**config.mk**
```make
export PLATFORM = sky130hd
export DESIGN_NAME = bleint_core
export DESIGN_NICKNAME = d
export VERILOG_FILES = /design/src/common/bleint_pkg.sv /design/src/rtl/bleint_se1_timer.sv /design/src/rtl/bleint_core.sv
export SDC_FILE = /design/constraint.sdc
export NUM_CORES = 1
export LEC_CHECK = 0
export ABC_AREA = 1
export BUFFER_PORTS_ARGS = -buffer_cell sky130_fd_sc_hd__buf_4
export CAP_MARGIN = 25
export CORE_MARGIN = 1
export CORE_UTILIZATION = 30
export CTS_CLUSTER_SIZE = 20
export DETAILED_ROUTE_END_ITERATION = 10
export PLACE_DENSITY = 0.52
export SYNTH_ARGS = -nofsm -noshare
export SYNTH_HDL_FRONTEND = slang
export SYNTH_SLANG_ARGS = --single-unit
```
**constraint.sdc**
```tcl
create_clock -name mclk -period 3.1 [get_ports mclk]
set_input_delay 0.93 -clock mclk [delete_from_list [all_inputs] [get_ports mclk]]
set_output_delay 0.93 -clock mclk [all_outputs]
set_load 0.05 [all_outputs]
```
**src/common/bleint_pkg.sv**
```systemverilog
// package: register map, field positions, timing for line event interrupts
`default_nettype none
package bleint_pkg;
    // register addresses (5-bit register index)
    localparam logic [4:0] ADDR_STATUS = 5'h08;
    localparam logic [4:0] ADDR_LATCH_SET = 5'h0a;
    localparam logic [4:0] ADDR_LATCH_CLR = 5'h0b;
    localparam logic [4:0] ADDR_FALL_SET = 5'h0c;
    localparam logic [4:0] ADDR_FALL_CLR = 5'h0d;
    localparam logic [4:0] ADDR_RISE_SET = 5'h0e;
    localparam logic [4:0] ADDR_RISE_CLR = 5'h0f;
    localparam logic [4:0] ADDR_TIMER_SET = 5'h18;
    localparam logic [4:0] ADDR_TIMER_CLR = 5'h19;
    // source bit positions
    localparam int BIT_CARKIT_DP = 7;
    localparam int BIT_RESERVED = 6;
    localparam int BIT_ID_OPEN = 5;
    localparam int BIT_SE1 = 4;
    localparam int BIT_ID_GROUND = 3;
    localparam int BIT_DP_LEVEL = 2;
    localparam int BIT_SESSION = 1;
    localparam int BIT_VBUS_HIGH = 0;
    // writable bits (bit 6 reserved)
    localparam logic [7:0] SRC_MASK = 8'hbf;
    // reset values
    localparam logic [7:0] LATCH_RESET = 8'h00;
    localparam logic [7:0] ENABLE_RESET = 8'h00;
    localparam logic [7:0] TIMER_RESET = 8'h10;
    // timer field position
    localparam int TMR_LSB = 4;
    // timing: 1 ms unit at 20 MHz
    localparam int CLK_HZ = 20000000;
    localparam int UNIT_US = 1000;
    localparam int UNIT_CYCLES = CLK_HZ / 1000000 * UNIT_US;

    typedef struct packed {
        logic carkitDpThreshold;
        logic idPinOpen;
        logic se1Raw;
        logic idPinGrounded;
        logic dpReceiverLevel;
        logic sessionValid;
        logic vbusHighDetect;
    } bleint_detect_type;

    typedef struct packed {
        logic rd;
        logic wr;
        logic [4:0] addr;
        logic [7:0] wdata;
    } bleint_req_type;
endpackage
`default_nettype wire

```
**src/rtl/bleint_se1_timer.sv**
```systemverilog
// se1 qualification timer: raw se1 must persist for the programmed period
`default_nettype none
module bleint_se1_timer
    import bleint_pkg::*;
#(
    parameter int UNIT_COUNT = UNIT_CYCLES
)
(
    // clock and reset
    input wire logic mclk,
    input wire logic rst,
    // control
    input wire logic se1Raw,
    input wire logic [3:0] se1PeriodTimer,
    // result
    output logic se1Detected
);
    logic [15:0] unitCnt_q;
    logic [3:0] unitsDone_q;
    logic se1Det_q;
    logic unitTick;
    logic [3:0] target;

    assign unitTick = (unitCnt_q == 16'(UNIT_COUNT - 1));
    assign target = (se1PeriodTimer == 4'h0) ? 4'h1 : se1PeriodTimer;
    assign se1Detected = se1Det_q;

    always_ff @(posedge mclk or posedge rst)
    begin
        if (rst)
        begin
            unitCnt_q <= 16'h0000;
            unitsDone_q <= 4'h0;
            se1Det_q <= 1'b0;
        end
        else if (!se1Raw)
        begin
            unitCnt_q <= 16'h0000;
            unitsDone_q <= 4'h0;
            se1Det_q <= 1'b0;
        end
        else if (!se1Det_q)
        begin
            unitCnt_q <= unitTick ? 16'h0000 : unitCnt_q + 16'h0001;
            if (unitTick)
            begin
                unitsDone_q <= unitsDone_q + 4'h1;
                se1Det_q <= (unitsDone_q + 4'h1 >= target);
            end
        end
    end
endmodule
`default_nettype wire

```
**src/rtl/bleint_core.sv**
```systemverilog
// line event interrupt block: source, latch, edge enables, se1 timer
`default_nettype none
// Overview of operation
// - status bit 7 shows carkit DP above interrupt threshold
// - status bit 5 shows identification pin floating
// - status bit 4 is 1 after SE1 persists for timer period
// - status bit 3 shows identification pin grounded
// - status bit 2 follows DP single-ended receiver level
// - read-only live status at address 08h, bit 6 reserved
// - latch holds one event bit per source at the status position
// - latch set 0Ah, clear 0Bh, both read it, resets to zero
// - falling edge with falling enable sets the latch bit
// - falling enable at set 0Ch, clear 0Dh, resets zero, bit 6 reserved
// - rising enable at 0Eh/0Fh; rising edge with enable sets latch
// - writing one at latch set address sets that bit directly
// - SE1 period programmable in 1 ms units, four bits, default 1 ms
module bleint_core
    import bleint_pkg::*;
#(
    parameter int UNIT_COUNT = UNIT_CYCLES
)
(
    // clock and reset
    input wire logic mclk,
    input wire logic rst,
    // detector inputs
    input wire bleint_detect_type detect,
    // register access
    input wire bleint_req_type req,
    output logic [7:0] rdata,
    // interrupt to host
    output logic intReq
);
    logic [7:0] status_q;
    logic [7:0] latch_q;
    logic [7:0] fallEn_q;
    logic [7:0] riseEn_q;
    logic [7:0] timer_q;
    logic [7:0] rdata_q;
    logic intReq_q;
    logic se1Detected;
    logic [7:0] statusNow;
    logic [7:0] fellEvents;
    logic [7:0] roseEvents;
    logic [7:0] wrMask;
    logic [7:0] readMux;
    logic [7:0] latchNext;
    logic [7:0] fallNext;
    logic [7:0] riseNext;
    logic [7:0] timerNext;
    logic wrLatchSet;
    logic wrLatchClr;
    logic wrFallSet;
    logic wrFallClr;
    logic wrRiseSet;
    logic wrRiseClr;
    logic wrTimerSet;
    logic wrTimerClr;
    logic rdStatus;
    logic rdLatch;
    logic rdFall;
    logic rdRise;
    logic rdTimer;

    function automatic logic [7:0] setClr(input logic [7:0] cur, input logic doSet,
        input logic doClr, input logic [7:0] bits);
        logic [7:0] r;
        r = cur;
        if (doSet)
            r = cur | bits;
        if (doClr)
            r = cur & ~bits;
        return r;
    endfunction

    // write strobe for one register address
    function automatic logic wrHit(input bleint_req_type r, input logic [4:0] a);
        return r.wr && (r.addr == a);
    endfunction

    // read select for a set/clear address pair
    function automatic logic regHit(input logic [4:0] a, input logic [4:0] setAddr,
        input logic [4:0] clrAddr);
        return (a == setAddr) || (a == clrAddr);
    endfunction

    bleint_se1_timer #(.UNIT_COUNT(UNIT_COUNT)) u_se1 (
        .mclk(mclk),
        .rst(rst),
        .se1Raw(detect.se1Raw),
        .se1PeriodTimer(timer_q[TMR_LSB +: 4]),
        .se1Detected(se1Detected)
    );

    // live source vector
    assign statusNow[BIT_CARKIT_DP] = detect.carkitDpThreshold;
    assign statusNow[BIT_RESERVED] = 1'b0;
    assign statusNow[BIT_ID_OPEN] = detect.idPinOpen;
    assign statusNow[BIT_SE1] = se1Detected;
    assign statusNow[BIT_ID_GROUND] = detect.idPinGrounded;
    assign statusNow[BIT_DP_LEVEL] = detect.dpReceiverLevel;
    assign statusNow[BIT_SESSION] = detect.sessionValid;
    assign statusNow[BIT_VBUS_HIGH] = detect.vbusHighDetect;

    // edge detection on the registered status
    assign fellEvents = status_q & ~statusNow & fallEn_q;
    assign roseEvents = ~status_q & statusNow & riseEn_q;
    assign wrMask = req.wdata & SRC_MASK;

    // write strobes per address
    assign wrLatchSet = wrHit(req, ADDR_LATCH_SET);
    assign wrLatchClr = wrHit(req, ADDR_LATCH_CLR);
    assign wrFallSet = wrHit(req, ADDR_FALL_SET);
    assign wrFallClr = wrHit(req, ADDR_FALL_CLR);
    assign wrRiseSet = wrHit(req, ADDR_RISE_SET);
    assign wrRiseClr = wrHit(req, ADDR_RISE_CLR);
    assign wrTimerSet = wrHit(req, ADDR_TIMER_SET);
    assign wrTimerClr = wrHit(req, ADDR_TIMER_CLR);

    // next values of the set/clear registers
    assign fallNext = setClr(fallEn_q, wrFallSet, wrFallClr, wrMask);
    assign riseNext = setClr(riseEn_q, wrRiseSet, wrRiseClr, wrMask);
    assign timerNext = setClr(timer_q, wrTimerSet, wrTimerClr, req.wdata & 8'hf0);

    // hardware events win over a same-cycle clear
    assign latchNext = setClr(latch_q, wrLatchSet, wrLatchClr, wrMask)
        | fellEvents | roseEvents;

    // read decode
    assign rdStatus = (req.addr == ADDR_STATUS);
    assign rdLatch = regHit(req.addr, ADDR_LATCH_SET, ADDR_LATCH_CLR);
    assign rdFall = regHit(req.addr, ADDR_FALL_SET, ADDR_FALL_CLR);
    assign rdRise = regHit(req.addr, ADDR_RISE_SET, ADDR_RISE_CLR);
    assign rdTimer = regHit(req.addr, ADDR_TIMER_SET, ADDR_TIMER_CLR);
    assign readMux =
        rdStatus ? status_q :
        rdLatch ? latch_q :
        rdFall ? fallEn_q :
        rdRise ? riseEn_q :
        rdTimer ? timer_q :
        8'h00;

    assign rdata = rdata_q;
    assign intReq = intReq_q;

    // registered source snapshot for edge detection
    always_ff @(posedge mclk or posedge rst)
    begin
        if (rst)
        begin
            status_q <= 8'h00;
        end
        else
        begin
            status_q <= statusNow;
        end
    end

    // event latch
    always_ff @(posedge mclk or posedge rst)
    begin
        if (rst)
        begin
            latch_q <= LATCH_RESET;
        end
        else
        begin
            latch_q <= latchNext;
        end
    end

    // falling-edge enables
    always_ff @(posedge mclk or posedge rst)
    begin
        if (rst)
        begin
            fallEn_q <= ENABLE_RESET;
        end
        else
        begin
            fallEn_q <= fallNext;
        end
    end

    // rising-edge enables
    always_ff @(posedge mclk or posedge rst)
    begin
        if (rst)
        begin
            riseEn_q <= ENABLE_RESET;
        end
        else
        begin
            riseEn_q <= riseNext;
        end
    end

    // se1 period field
    always_ff @(posedge mclk or posedge rst)
    begin
        if (rst)
        begin
            timer_q <= TIMER_RESET;
        end
        else
        begin
            timer_q <= timerNext;
        end
    end

    // read data holds until the next read
    always_ff @(posedge mclk or posedge rst)
    begin
        if (rst)
        begin
            rdata_q <= 8'h00;
        end
        else if (req.rd)
        begin
            rdata_q <= readMux;
        end
    end

    // interrupt request follows the latch
    always_ff @(posedge mclk or posedge rst)
    begin
        if (rst)
        begin
            intReq_q <= 1'b0;
        end
        else
        begin
            intReq_q <= |latchNext;
        end
    end
endmodule
`default_nettype wire

```
### Word-level counts from Yosys, hierarchy flattened

Index checks and enable logic that the tools add are counted.

| storage, ports and cells | value |
|---|---|
| register bits | 69 |
| latch bits | 0 |
| memory bits (writable) | 0 |
| ROM bits | 0 |
| input port bits | 24 |
| output and inout port bits | 9 |
| word-level logic and storage cells | 84 |
| memories kept | 0 |

| operators by class | value |
|---|---|
| add/sub/neg operators | 2 |
| multiply operators | 0 |
| divide/modulo/power cells | 0 |
| order comparisons | 1 |
| equal/unequal tests | 12 |
| shift-type cells | 0 |
| mux-type cells | 23 |
| bitwise gates (word level) | 18 |
| reductions and logical operators | 18 |

Operator list:

| operator | number |
|---|---|
| $mux 8 | 13 |
| $and 8x8->8 | 8 |
| $mux 16 | 3 |
| $or 8x8->8 | 6 |
| $eq 5x4->1 const B | 7 |
| $not 8->8 | 4 |
| $add 16x1->16 const B | 1 |
| $eq 16x15->1 const B | 1 |
| $mux 4 | 4 |
| $eq 5x5->1 const B | 2 |
| $logic_and 1x1->1 | 8 |
| $reduce_or 8->1 | 1 |
| $reduce_bool 2->1 | 3 |
| $add 4x1->4 const B | 1 |
| $ge 4x4->1 | 1 |
| $logic_not 4->1 | 1 |
| $logic_or 1x1->1 | 4 |
| $mux 1 | 3 |
| $ne 2x1->1 const B | 1 |
| $ne 2x2->1 const B | 1 |
| $reduce_and 2->1 | 1 |

### Longest topological paths before layout

Gate-level depths: netlist of the first run.

| logic depth | value |
|---|---|
| depth after elaboration | 7 |
| depth in mapped cells | 11 |
| mapped depth without buffers | 11 |

### Hierarchy

From an unflattened synthesis of the first run, not the netlist that was laid out.

| second synthesis, totals | value |
|---|---|
| cells, all modules | 448 |
| area, all modules | 3503.4 µm² |

By module, submodules not included:

| module | instances | cells each | area an instance (µm²) | sequential area each (µm²) |
|---|---|---|---|---|
| bleint_core | 1 | 256 | 2083.2 | 1027.2 |
| bleint_se1_timer | 1 | 192 | 1420.1 | 525.5 |

### Worst setup path after synthesis of the first run

Ideal clock, no wire load.

| timing | value |
|---|---|
| path type | in2reg |
| start point | in req[13] (netlist bit) |
| end point | reg intReq_q, in the netlist intReq |
| setup time | 119 ps |
| arrival | 1708 ps |
| required time | 2981 ps |
| path slack | 1273 ps |
| cell stages on the path | 8 |
| path buffers | 0 |
| cell sequence | inv_1 > nor2_1 > nand3_1 > nand2_1 > nor2_1 > nand2_1 > nor2_1 > nand2_1 |

| on the way | value |
|---|---|
| longest elaborated chain between the ends | 6 |
| elaborated cells on any way between the ends | 7 |
| those cells by class | 2 x mux; 2 x bitwise; 3 x reduce/logical |

Ends and longest elaborated chain:

| what | line | source |
|---|---|---|
| start: declaration | bleint_core.sv:29 | `input wire bleint_req_type req,` |
| $logic_and 1x1->1 | bleint_core.sv:78 | `return r.wr && (r.addr == a);` |
| $mux 8 | bleint_core.sv:69 | `if (doSet)` |
| $mux 8 * | bleint_core.sv:71 | `if (doClr)` |
| $or 8x8->8 * (2 in series) | bleint_core.sv:127 | `\| fellEvents \| roseEvents;` |
| $reduce_or 8->1 * | bleint_core.sv:233 | `intReq_q <= \|latchNext;` |
| end signal: assignment | bleint_core.sv:233 |  |
| end: declaration | bleint_core.sv:40 | `logic intReq_q;` |

Every way passes the cells marked *; elsewhere a longest branch is shown, timed or not.
A chain may end at the register's enable or synchronous reset.

### Worst setup path in the final report of the first run

| timing | value |
|---|---|
| start point | in req[8] (netlist bit) |
| end point | reg rdata_q[5], in the netlist rdata[5] |

| on the way | value |
|---|---|
| longest elaborated chain between the ends | 7 |
| elaborated cells on any way between the ends | 18 |
| those cells by class | 9 x eq/ne; 5 x mux; 4 x reduce/logical |

Ends and longest elaborated chain:

| what | line | source |
|---|---|---|
| $eq 5x5->1 | bleint_core.sv:84 | `return (a == setAddr) \|\| (a == clrAddr);` |
| $logic_or 1x1->1 | bleint_core.sv:84 |  |
| $mux 8 | bleint_core.sv:140 | `rdTimer ? timer_q :` |
| $mux 8 | bleint_core.sv:139 | `rdRise ? riseEn_q :` |
| $mux 8 | bleint_core.sv:138 | `rdFall ? fallEn_q :` |
| $mux 8 | bleint_core.sv:137 | `rdLatch ? latch_q :` |
| $mux 8 * | bleint_core.sv:136 | `rdStatus ? status_q :` |
| end signal: assignment | bleint_core.sv:220 | `rdata_q <= readMux;` |
| end: declaration | bleint_core.sv:39 | `logic [7:0] rdata_q;` |

Marked as above.

==> metrics.txt, run 1 <==
worst relative slew slack 56.6%; syn_nets 472; failing checks design-rule violations; cts hold-fix bufs 0; Root Driver clkbuf_8; Clock Tree Buf Depth 2; clock slew at reported path FFs 0.08 ns; # diodes 0; Mapped Cells 442; Setup crit end kind register; CTS Buf Count 9; WS Path Type in -> reg; # resized after CTS 0; std cell rows 38; die height 108 µm; setup violators final 0; post-synthesis cell type count 32; Core Area 10,800 µm²; multi-input logic area 1520 µm²; GR peak layer met2; vias per cell 4.62; Max Slew Vio Count 0; Routed Antenna Nets 0; # Post-CTS Setup Buffers 0; CTS tree built; pwr/cell area 512 nW/µm²; Worst Path Required 3.34 ns; worst slew pin tran 0.651 ns; clk_lat worst skew 0.35 ns; IO Pins 33; VDD IR-drop max 0.221 mV; worst endpoint data arrival time 2.41 ns; I/O Buffers 32; DIE WIDTH 108 µm; vias in the first global route 2,712; TNS Setup 0 ns; met1 GRT Util 20.6%; LEAKAGE 0.00197 µW; met3 GRT Util 3.39%; Starting Density 30.9%; worst-path maximum fanout 18; via count 2,898; post-synthesis register bit count 62; maximum capacitance violations 0; share of layout cells above drive strength 1 14.8%; DRT iter0 DRCs 116; placed inst area 3750 µm²; grt ovf 0; First-pass DRT Iterations 9; final instance area 3990 µm²; Fmax 461 MHz; storage element area 1550 µm²; Worst Clk Skew 0.0174 ns; syn_area_per_cell 7.57 µm²; sequential area share after synthesis 46.4%; Final min period 2.17 ns; Final nets 512; RSZ-0062 raised after global routing no; placed wire-length estimate 5790 µm; YS warnings 0; # clock sinks 62; wire length per cell 12.8 µm; die area 11,600 µm²; met2 Usage GRT 23.6%; Worst Hold Class reg -> reg; top-area cell type share of the netlist area 45.6%; GRT Total Usage 15.1%; first-pass GRT wire length 13,400 µm; CTS H-Tree Depth 3; largest net degree at the start of global routing 35; Total Routed Length 8050 µm; Post-Syn Area 3340 µm²; CP startpoint kind input port; overall power 2040 µW; top cells by area, synth dfrtp_1 (46%), nand2_1 (11%), nor2_1 (8.3%), inv_1 (7.2%), a21oi_1 (3.7%); Routability Congestion 0.774; status finished, violations left; final clock period utilization by the worst path 70.0%; Hold Fails Final Rpt 0; # DRC 1; initial antenna violation count 0; post-synth top area cell dfrtp_1; # fillers 1,136; reg2reg setup slack 1.13 ns; Area Overhead vs Synth 19.2%
==> critical path, cell delays in order <==
cell     delay [ns]
buf_4          0.14
inv_2          0.27
nand4_1        0.55
o21ai_0        0.35
inv_1          0.06
nand2_1        0.06
nand2_1        0.04
==> final timing paths <==
| path | start | end | depth (start not counted) |
|---|---|---|---|
| max | req[8] | rdata[5] | 7 |
| min | u_se1.se1Detected | status_q[4] | 0 |
| max reg2reg | u_se1.unitCnt_q[0] | u_se1.unitCnt_q[3] | 10 |
| min reg2reg | u_se1.se1Detected | status_q[4] | 0 |
| max in group asynchronous | rst | async pin | 3 |
| min in group asynchronous | rst | rdata[3] | 2 |
==> logic make-up (layout without fill, tap and decap cells) <==
kind of cell	Yosys count	after routing	share of synthesized area, %
AOI/OAI and AO/OA	69	69	11.1
and+or+nand+nor	230	230	30.5
muxes	1	1	0.449
adders and majority gates	6	6	2.24
buffers and inverters	70	115	8.16
DFF	62	62	46.4
xor gates and xnor gates	4	4	1.05
==> layout make-up <==
type / instances / area share, %
sequential: 62 / 39.0
clock inverter: 6 / 2.32
inverter: 66 / 6.22
multi-input combinational: 310 / 38.1
timing repair buffer: 33 / 6.53
tap: 140 / 4.40
clock buffer: 10 / 3.45
==> through the flow <==
stage | worst slack, ns | utilization [%] | cells | hold slack, ns
finish | 0.931 | 36.8 | 627 | 0.429
global route | 0.693 | 36.8 | 627 | 0.460
CTS | 0.953 | 36.8 | 627 | 0.433
detailed placement | 0.570 | 34.6 | 611 | 0.417
global placement | 0.613 | 34.6 | 611 | 0.413
floorplan | 0.630 | - | 442 | 0.388
==> synthesized netlist by cell type (all sizes together) <==
cell and n:
nand2 104, nor2 84, inv 66, dfrtp 61
o21ai 30, a21oi 25, nand3 23, nor3 9
nand4 8, ha 6, a31oi 4, buf 4
o22ai 4, xor2 3, a31o 2, o211ai 2
o31ai 2, dfstp 1, mux2 1, nand3b 1
or2 1, xnor2 1
==> placed cells by master, fill, tap and decap left out, drive strengths merged <==
master,Yosys,final
xor2,3,3
ha,6,6
dfstp,1,1
o22ai,4,4
buf,4,33
o21ai,30,30
mux2,1,1
o31ai,2,2
dfrtp,61,61
nor2,84,84
o211ai,2,2
xnor2,1,1
nor3,9,9
nand2,104,104
a31o,2,2
clkbuf,0,10
a31oi,4,4
a21oi,25,25
nand3b,1,1
bufinv,0,2
nand3,23,23
nand4,8,8
clkinv,0,1
inv,66,67
or2,1,1
clkinvlp,0,2
==> report_power, final <==
part           switching, µW  internal, µW  leakage (µW)
Combinational            189           105       0.00112
Clock                    352           479      0.000109
Sequential              39.5           878      0.000745
Total                    581          1460       0.00197
==> metal layers <==
metal	vias to the layer above	routed length, µm
li1	1496	-
met1	1351	3950
met2	43	3690
met3	8	309
met4	0	104
met5	-	0
No activity file was read; power rests on OpenSTA's default activity.
==> inputs of run 2 (changes only) <==
Clock period 3.1 ns to 2.24 ns, I/O delays scaled along.
==> run 2 against run 1 <==
Effect of this change:
- the flow now finishes without violations
- sequential power grew 38%
- critical path depth up 4
- hold slack lost 0.025 ns
- die area did not move
- via count rose by 0.45%
- clock-buffer cell count grew 1
- final area rose by 1.2%
- highest routed layer unchanged
==> metrics.txt, run 2 (same netlist as run 1, synthesis figures left out) <==
wire length per cell 13.0 µm (+1.4%); worst relative slew slack 70.4% (+14 points); final core occ 37.2% (+0.44 points); placed wire-length estimate 5850 µm (+1.0%); worst-path maximum fanout 11 (-7); CP startpoint kind register; Max Slew Vio Count 0 (unchanged); Final nets 515 (+0.59%); First-pass DRT Iterations 4 (-5); # DRC 0 (-1); Worst Path Required 2.47 ns (-0.87 ns); Worst setup startpoint u_se1.unitCnt_q[0]; # resized after CTS 0 (unchanged); initial antenna violation count 0 (unchanged); worst endpoint data arrival time 1.91 ns (-0.50 ns); Setup crit end kind register; std cell rows 38 (unchanged); Post-Place Cells 614 (+0.49%); Clock Tree Buf Depth 2 (unchanged); LEAKAGE 0.00200 µW (+1.8%); Worst Hold Class in -> async; met2 Usage GRT 23.5% (-0.046 points); DRT iter0 DRCs 170 (+47%); Starting Density 30.9% (unchanged); CTS Buf Count 9 (unchanged); Critical R2R Launch u_se1.unitCnt_q[0]; vias in the first global route 2,784 (+2.7%); # clock sinks 62 (unchanged); setup violators final 0 (unchanged); Fmax 597 MHz; worst slew pin tran 0.443 ns (-0.207 ns); DIE WIDTH 108 µm (unchanged); largest net degree at the start of global routing 63 (+80%); clock slew at reported path FFs 0.08 ns (about the same); Non-Filler Instances 630 (+0.48%); die area 11,600 µm² (unchanged); I/O Buffers 32 (unchanged); # diodes 0 (unchanged); cts hold-fix bufs 0 (unchanged); WS Path Type reg -> reg; Core Area 10,800 µm² (unchanged); TNS Setup 0 ns (unchanged); Area Overhead vs Synth 20.6%; Routability Congestion 0.817 (+5.5%); CTS H-Tree Depth 3 (unchanged); CTS tree built; RSZ-0062 raised after global routing no; met3 GRT Util 3.69% (+0.30 points); IO Pins 33 (unchanged); clk_lat worst skew 0.35 ns (about the same); vias per cell 4.62 (about the same); status complete, no violations; die height 108 µm (unchanged); most frequent cells in the layout nand2_1 (100), nor2_1 (74), inv_1 (63); Routed Antenna Nets 0 (unchanged); GR peak layer met2; VDD IR-drop max 0.247 mV (+12%); Total Routed Length 8200 µm (+1.9%); maximum capacitance violations 0 (unchanged); GRT Total Usage 15.3% (+0.23 points); commonest non-fill, non-tap cell in the layout nand2_1; worst setup margin 0.564 ns (-0.367 ns); met1 GRT Util 21.2% (+0.57 points); share of layout cells above drive strength 1 15.3% (+0.52 points); Root Driver clkbuf_8; Worst Clk Skew 0.0104 ns (-0.00697 ns); # Post-CTS Setup Buffers 0 (unchanged); Placement Setup Slack 0.278 ns (-0.292 ns); final clock period utilization by the worst path 74.8%; via count 2,911 (+0.45%); grt ovf 0 (unchanged); first-pass GRT wire length 13,600 µm (+2.2%); Hold Fails Final Rpt 0 (unchanged); Final min period 1.68 ns; pwr/cell area 735 nW/µm² (+43%)
[run 2: cell count changes in the layout (fill, tap and decap cells not counted)]
cell        previous run  this run
buf_4                 32        35
clkinvlp_4             2         0
bufinv_16              2         3
clkbuf_8              10        11
clkinv_2               0         1
clkinv_4               1         0
[run 2: layout make-up]
type | count | area [µm²]
flip-flops and latches | 62 | 1550
repair buffers | 36 | 283
multi-input cells | 310 | 1520
clock inverters | 5 | 104
clock buffers | 11 | 151
well taps | 140 | 175
inverters | 66 | 248
fillers | 1130 | 6810
[run 2: where the power goes]
group	leakage, µW	total (µW)	internal [µW]	switching (µW)
sequential	0.000745	1270	1210	53.3
combinational	0.00113	415	149	266
clock	0.000130	1280	803	476
total	0.00200	2960	2170	796
[run 2: worst paths after layout]
kind                       slack [ns]                    to  cells after the start
setup / recovery                 0.56  u_se1.unitsDone_q[2]                     11
hold / removal                   0.40             async pin                      3
setup reg to reg                 0.56  u_se1.unitsDone_q[2]                     11
hold reg to reg                  0.42           status_q[4]                      0
max in group asynchronous        1.52             async pin                      3
min in group mclk                0.42           status_q[4]                      0
[run 2: critical path, stage by stage (launching register included)]
cell,delay [ns]
dfrtp_1,0.39
ha_1,0.17
nand2_1,0.08
nor2_2,0.11
nand2_1,0.11
nor2_1,0.13
nand3_1,0.11
nand2_1,0.10
nand2_1,0.07
buf_4,0.20
nand2_1,0.07
nand2_1,0.04
[run 2: through the flow]
stage	instance area [µm²]	power [µW]	hold slack, ns
floorplan	3340	1550	0.388
global route	4030	3090	0.421
finish	4030	2960	0.404
CTS	4030	2990	0.409
global placement	3780	1700	0.417
detailed placement	3780	1710	0.415
[run 2: layer usage]
| metal | up-vias | routed length (µm) | share of wire, % |
|---|---|---|---|
| met3 | 5 | 365 | 4.5 |
| met5 | - | 0 | 0 |
| li1 | 1496 | - | - |
| met1 | 1353 | 3980 | 49 |
| met2 | 57 | 3790 | 46 |
| met4 | 0 | 61 | 0.74 |
==> inputs of run 3 (changes only) <==
Settings changed: PLACE_DENSITY 0.52 to 0.54.
Clock period 2.24 ns to 1.5 ns, I/O delays scaled along.
==> run 3 against run 2 <==
Effect of this change:
- the flow now finishes with violations (negative setup slack)
- final cell count is 7.3% higher
- worst setup slack got worse by 0.65 ns
- core utilization is 5.5 points higher
- largest cell class is now multi-input combinational cells
- final area up 15%
- clock skew down 0.00051 ns
- critical endpoint unchanged
- flip-flop and latch count stayed put
- total power rose by 51%
- routed wire length rose by 6.0%
- sequential share of layout area shrank 5.0 points
==> metrics.txt, run 3 (same netlist as run 1, synthesis figures left out) <==
worst relative slew slack 72.7% (+2.3 points); setup violators final 17 (+17); placed wire-length estimate 6260 µm (+6.9%); RR Endpoint u_se1.unitsDone_q[2]; # fillers 1,076 (-4.8%); CTS H-Tree Depth 3 (unchanged); CP startpoint kind register; first-pass GRT wire length 14,300 µm (+5.0%); status finished, violations left; die area 11,600 µm² (unchanged); die height 108 µm (unchanged); Max Slew Vio Count 0 (unchanged); Fmax 629 MHz (+5.5%); vias per cell 4.60 (-0.50%); CP Depth 11 (unchanged); Worst Path Required 1.73 ns (-0.74 ns); Critical R2R Launch u_se1.unitCnt_q[1]; most frequent cells in the layout nand2_1 (81), buf_4 (76), nor2_1 (64); Core Area 10,800 µm² (unchanged); worst setup margin -0.0888 ns (-0.653 ns); I/O Buffers 32 (unchanged); critical path buffer and inverter count 1 (unchanged); vias in the first global route 3,000 (+7.8%); largest net degree at the start of global routing 22 (-65%); Worst setup startpoint u_se1.unitCnt_q[1]; First-pass DRT Iterations 4 (unchanged); CTS tree built; Total Routed Length 8690 µm (+6.0%); worst slew pin tran 0.407 ns (-0.0360 ns); commonest non-fill, non-tap cell in the layout nand2_1; pwr/cell area 963 nW/µm² (+31%); DRT iter0 DRCs 130 (-24%); maximum capacitance violations 0 (unchanged); delay-heaviest family, CP simple AND/OR/NAND/NOR gates; Clock Tree Buf Depth 2 (unchanged); clk_lat worst skew 0.35 ns (about the same); # DRC 0 (unchanged); Routability Congestion 0.801 (-1.9%); final clock period utilization by the worst path 106% (+31 points); LEAKAGE 0.00229 µW (+14%); # diodes 0 (unchanged); Hold Fails Final Rpt 0 (unchanged); crit path to u_se1.unitsDone_q[2]; Root Driver clkbuf_8; DIE WIDTH 108 µm (unchanged); Placement Setup Slack -0.104 ns (-0.382 ns); reg2reg path depth 11 (unchanged); cts hold-fix bufs 0 (unchanged); grt ovf 0 (unchanged); Final min period 1.59 ns (-0.0870 ns); VDD IR-drop max 0.461 mV (+87%); RSZ-0062 raised after global routing yes; failing checks negative setup slack; slowest CP cell dfrtp_1; Final nets 561 (+8.9%); TNS Setup -0.922 ns (-0.922 ns); Routed Antenna Nets 0 (unchanged); Worst Hold Class in -> async; worst endpoint data arrival time 1.82 ns (-0.09 ns); clock slew at reported path FFs 0.07 ns (about the same); initial antenna violation count 0 (unchanged); wire length per cell 12.9 µm (-1.2%); std cell rows 38 (unchanged); # clock sinks 62 (unchanged); Area Overhead vs Synth 38.5%; Worst Clk Skew 0.00994 ns (-0.000506 ns); WS Path Type reg -> reg; worst-path maximum fanout 6 (-5); Setup crit end kind register; share of layout cells above drive strength 1 30.2% (+15 points); reg2reg setup slack -0.09 ns (-0.65 ns); IO Pins 33 (unchanged); critical path's largest stage delay 0.36 ns (-0.03 ns); CP Cell Sequence ha_2, nand2_4, nor2_4, nand2_4, nor2_4, nand3_2, nand2_2, nand2_4, buf_8, nand2_2, nand2_2; via count 3,108 (+6.8%); GRT Total Usage 16.3% (+0.97 points); Starting Density 30.9% (unchanged); CTS Buf Count 9 (unchanged)
## run 3: cell types whose count changed in the layout (fill, tap and decap cells not counted), sizes merged
| cell | before | now |
|---|---|---|
| buf | 36 | 82 |
| clkinv | 1 | 0 |
| clkbuf | 11 | 13 |
| clkinvlp | 0 | 2 |
| inv | 67 | 64 |
## run 3: power breakdown
part	internal [µW]	total (µW)	switching (µW)
clock network	1200	1850	656
logic	288	718	429
registers	1820	1890	73.7
total	3300	4460	1160
## run 3: per-layer routing
metal  wire, µm  up-vias  GRT usage [%]  share of wire (%)
li1           -     1585              -                  -
met1       4170     1464           21.9                 48
met2       4130       46           25.5                 48
met3        225       13           2.97                2.6
met4        159        0           6.85                1.8
met5          0        -              0                  0
## run 3: cell type report
class	count	area [µm²]	area share (%)
Clock inverter	3	90.1	1.94
Sequential cell	62	1550	33.5
Tap cell	140	175	3.78
Clock buffer	13	159	3.43
Inverter	66	255	5.51
Timing Repair Buffer	82	659	14.2
Multi-Input combinational cell	310	1740	37.5
## run 3: how the worst min path moves through the flow
stage                      start           to  depth (start not counted)
3_5_place_dp   u_se1.se1Detected  status_q[4]                          0
3_3_place_gp   u_se1.se1Detected  status_q[4]                          0
5_1_grt                      rst     rdata[6]                          2
2_1_floorplan  u_se1.se1Detected  status_q[4]                          0
6_report                     rst    async pin                          2
4_1_cts                      rst     rdata[6]                          2
## run 3: worst reg2reg max path, stage by stage (launching register included)
cell and delay, ns:
dfrtp_1 0.36, ha_2 0.21, nand2_4 0.06, nor2_4 0.14, nand2_4 0.09, nor2_4 0.08, nand3_2 0.08, nand2_2 0.12
nand2_4 0.08, buf_8 0.15, nand2_2 0.06, nand2_2 0.05
## run 3: per-stage QoR
step	utilization (%)	hold slack (ns)	cells	total power [µW]	instance area (µm²)
6_report	42.7	0.0597	676	4460	4630
4_1_cts	40.7	0.0541	670	4470	4410
3_5_place_dp	37.4	0.425	648	2590	4050
2_1_floorplan	-	0.388	442	2310	3350
3_3_place_gp	37.4	0.424	648	2580	4050
5_1_grt	42.7	0.0648	676	4700	4630
## run 3: repair_timing
item                                    in CTS  in global routing
endpoints found under the setup margin      17                 19
gates cloned                                 1                  0
setup buffers                                5                  6
gates resized for setup                     18                 45
pin swaps                                    7                 15
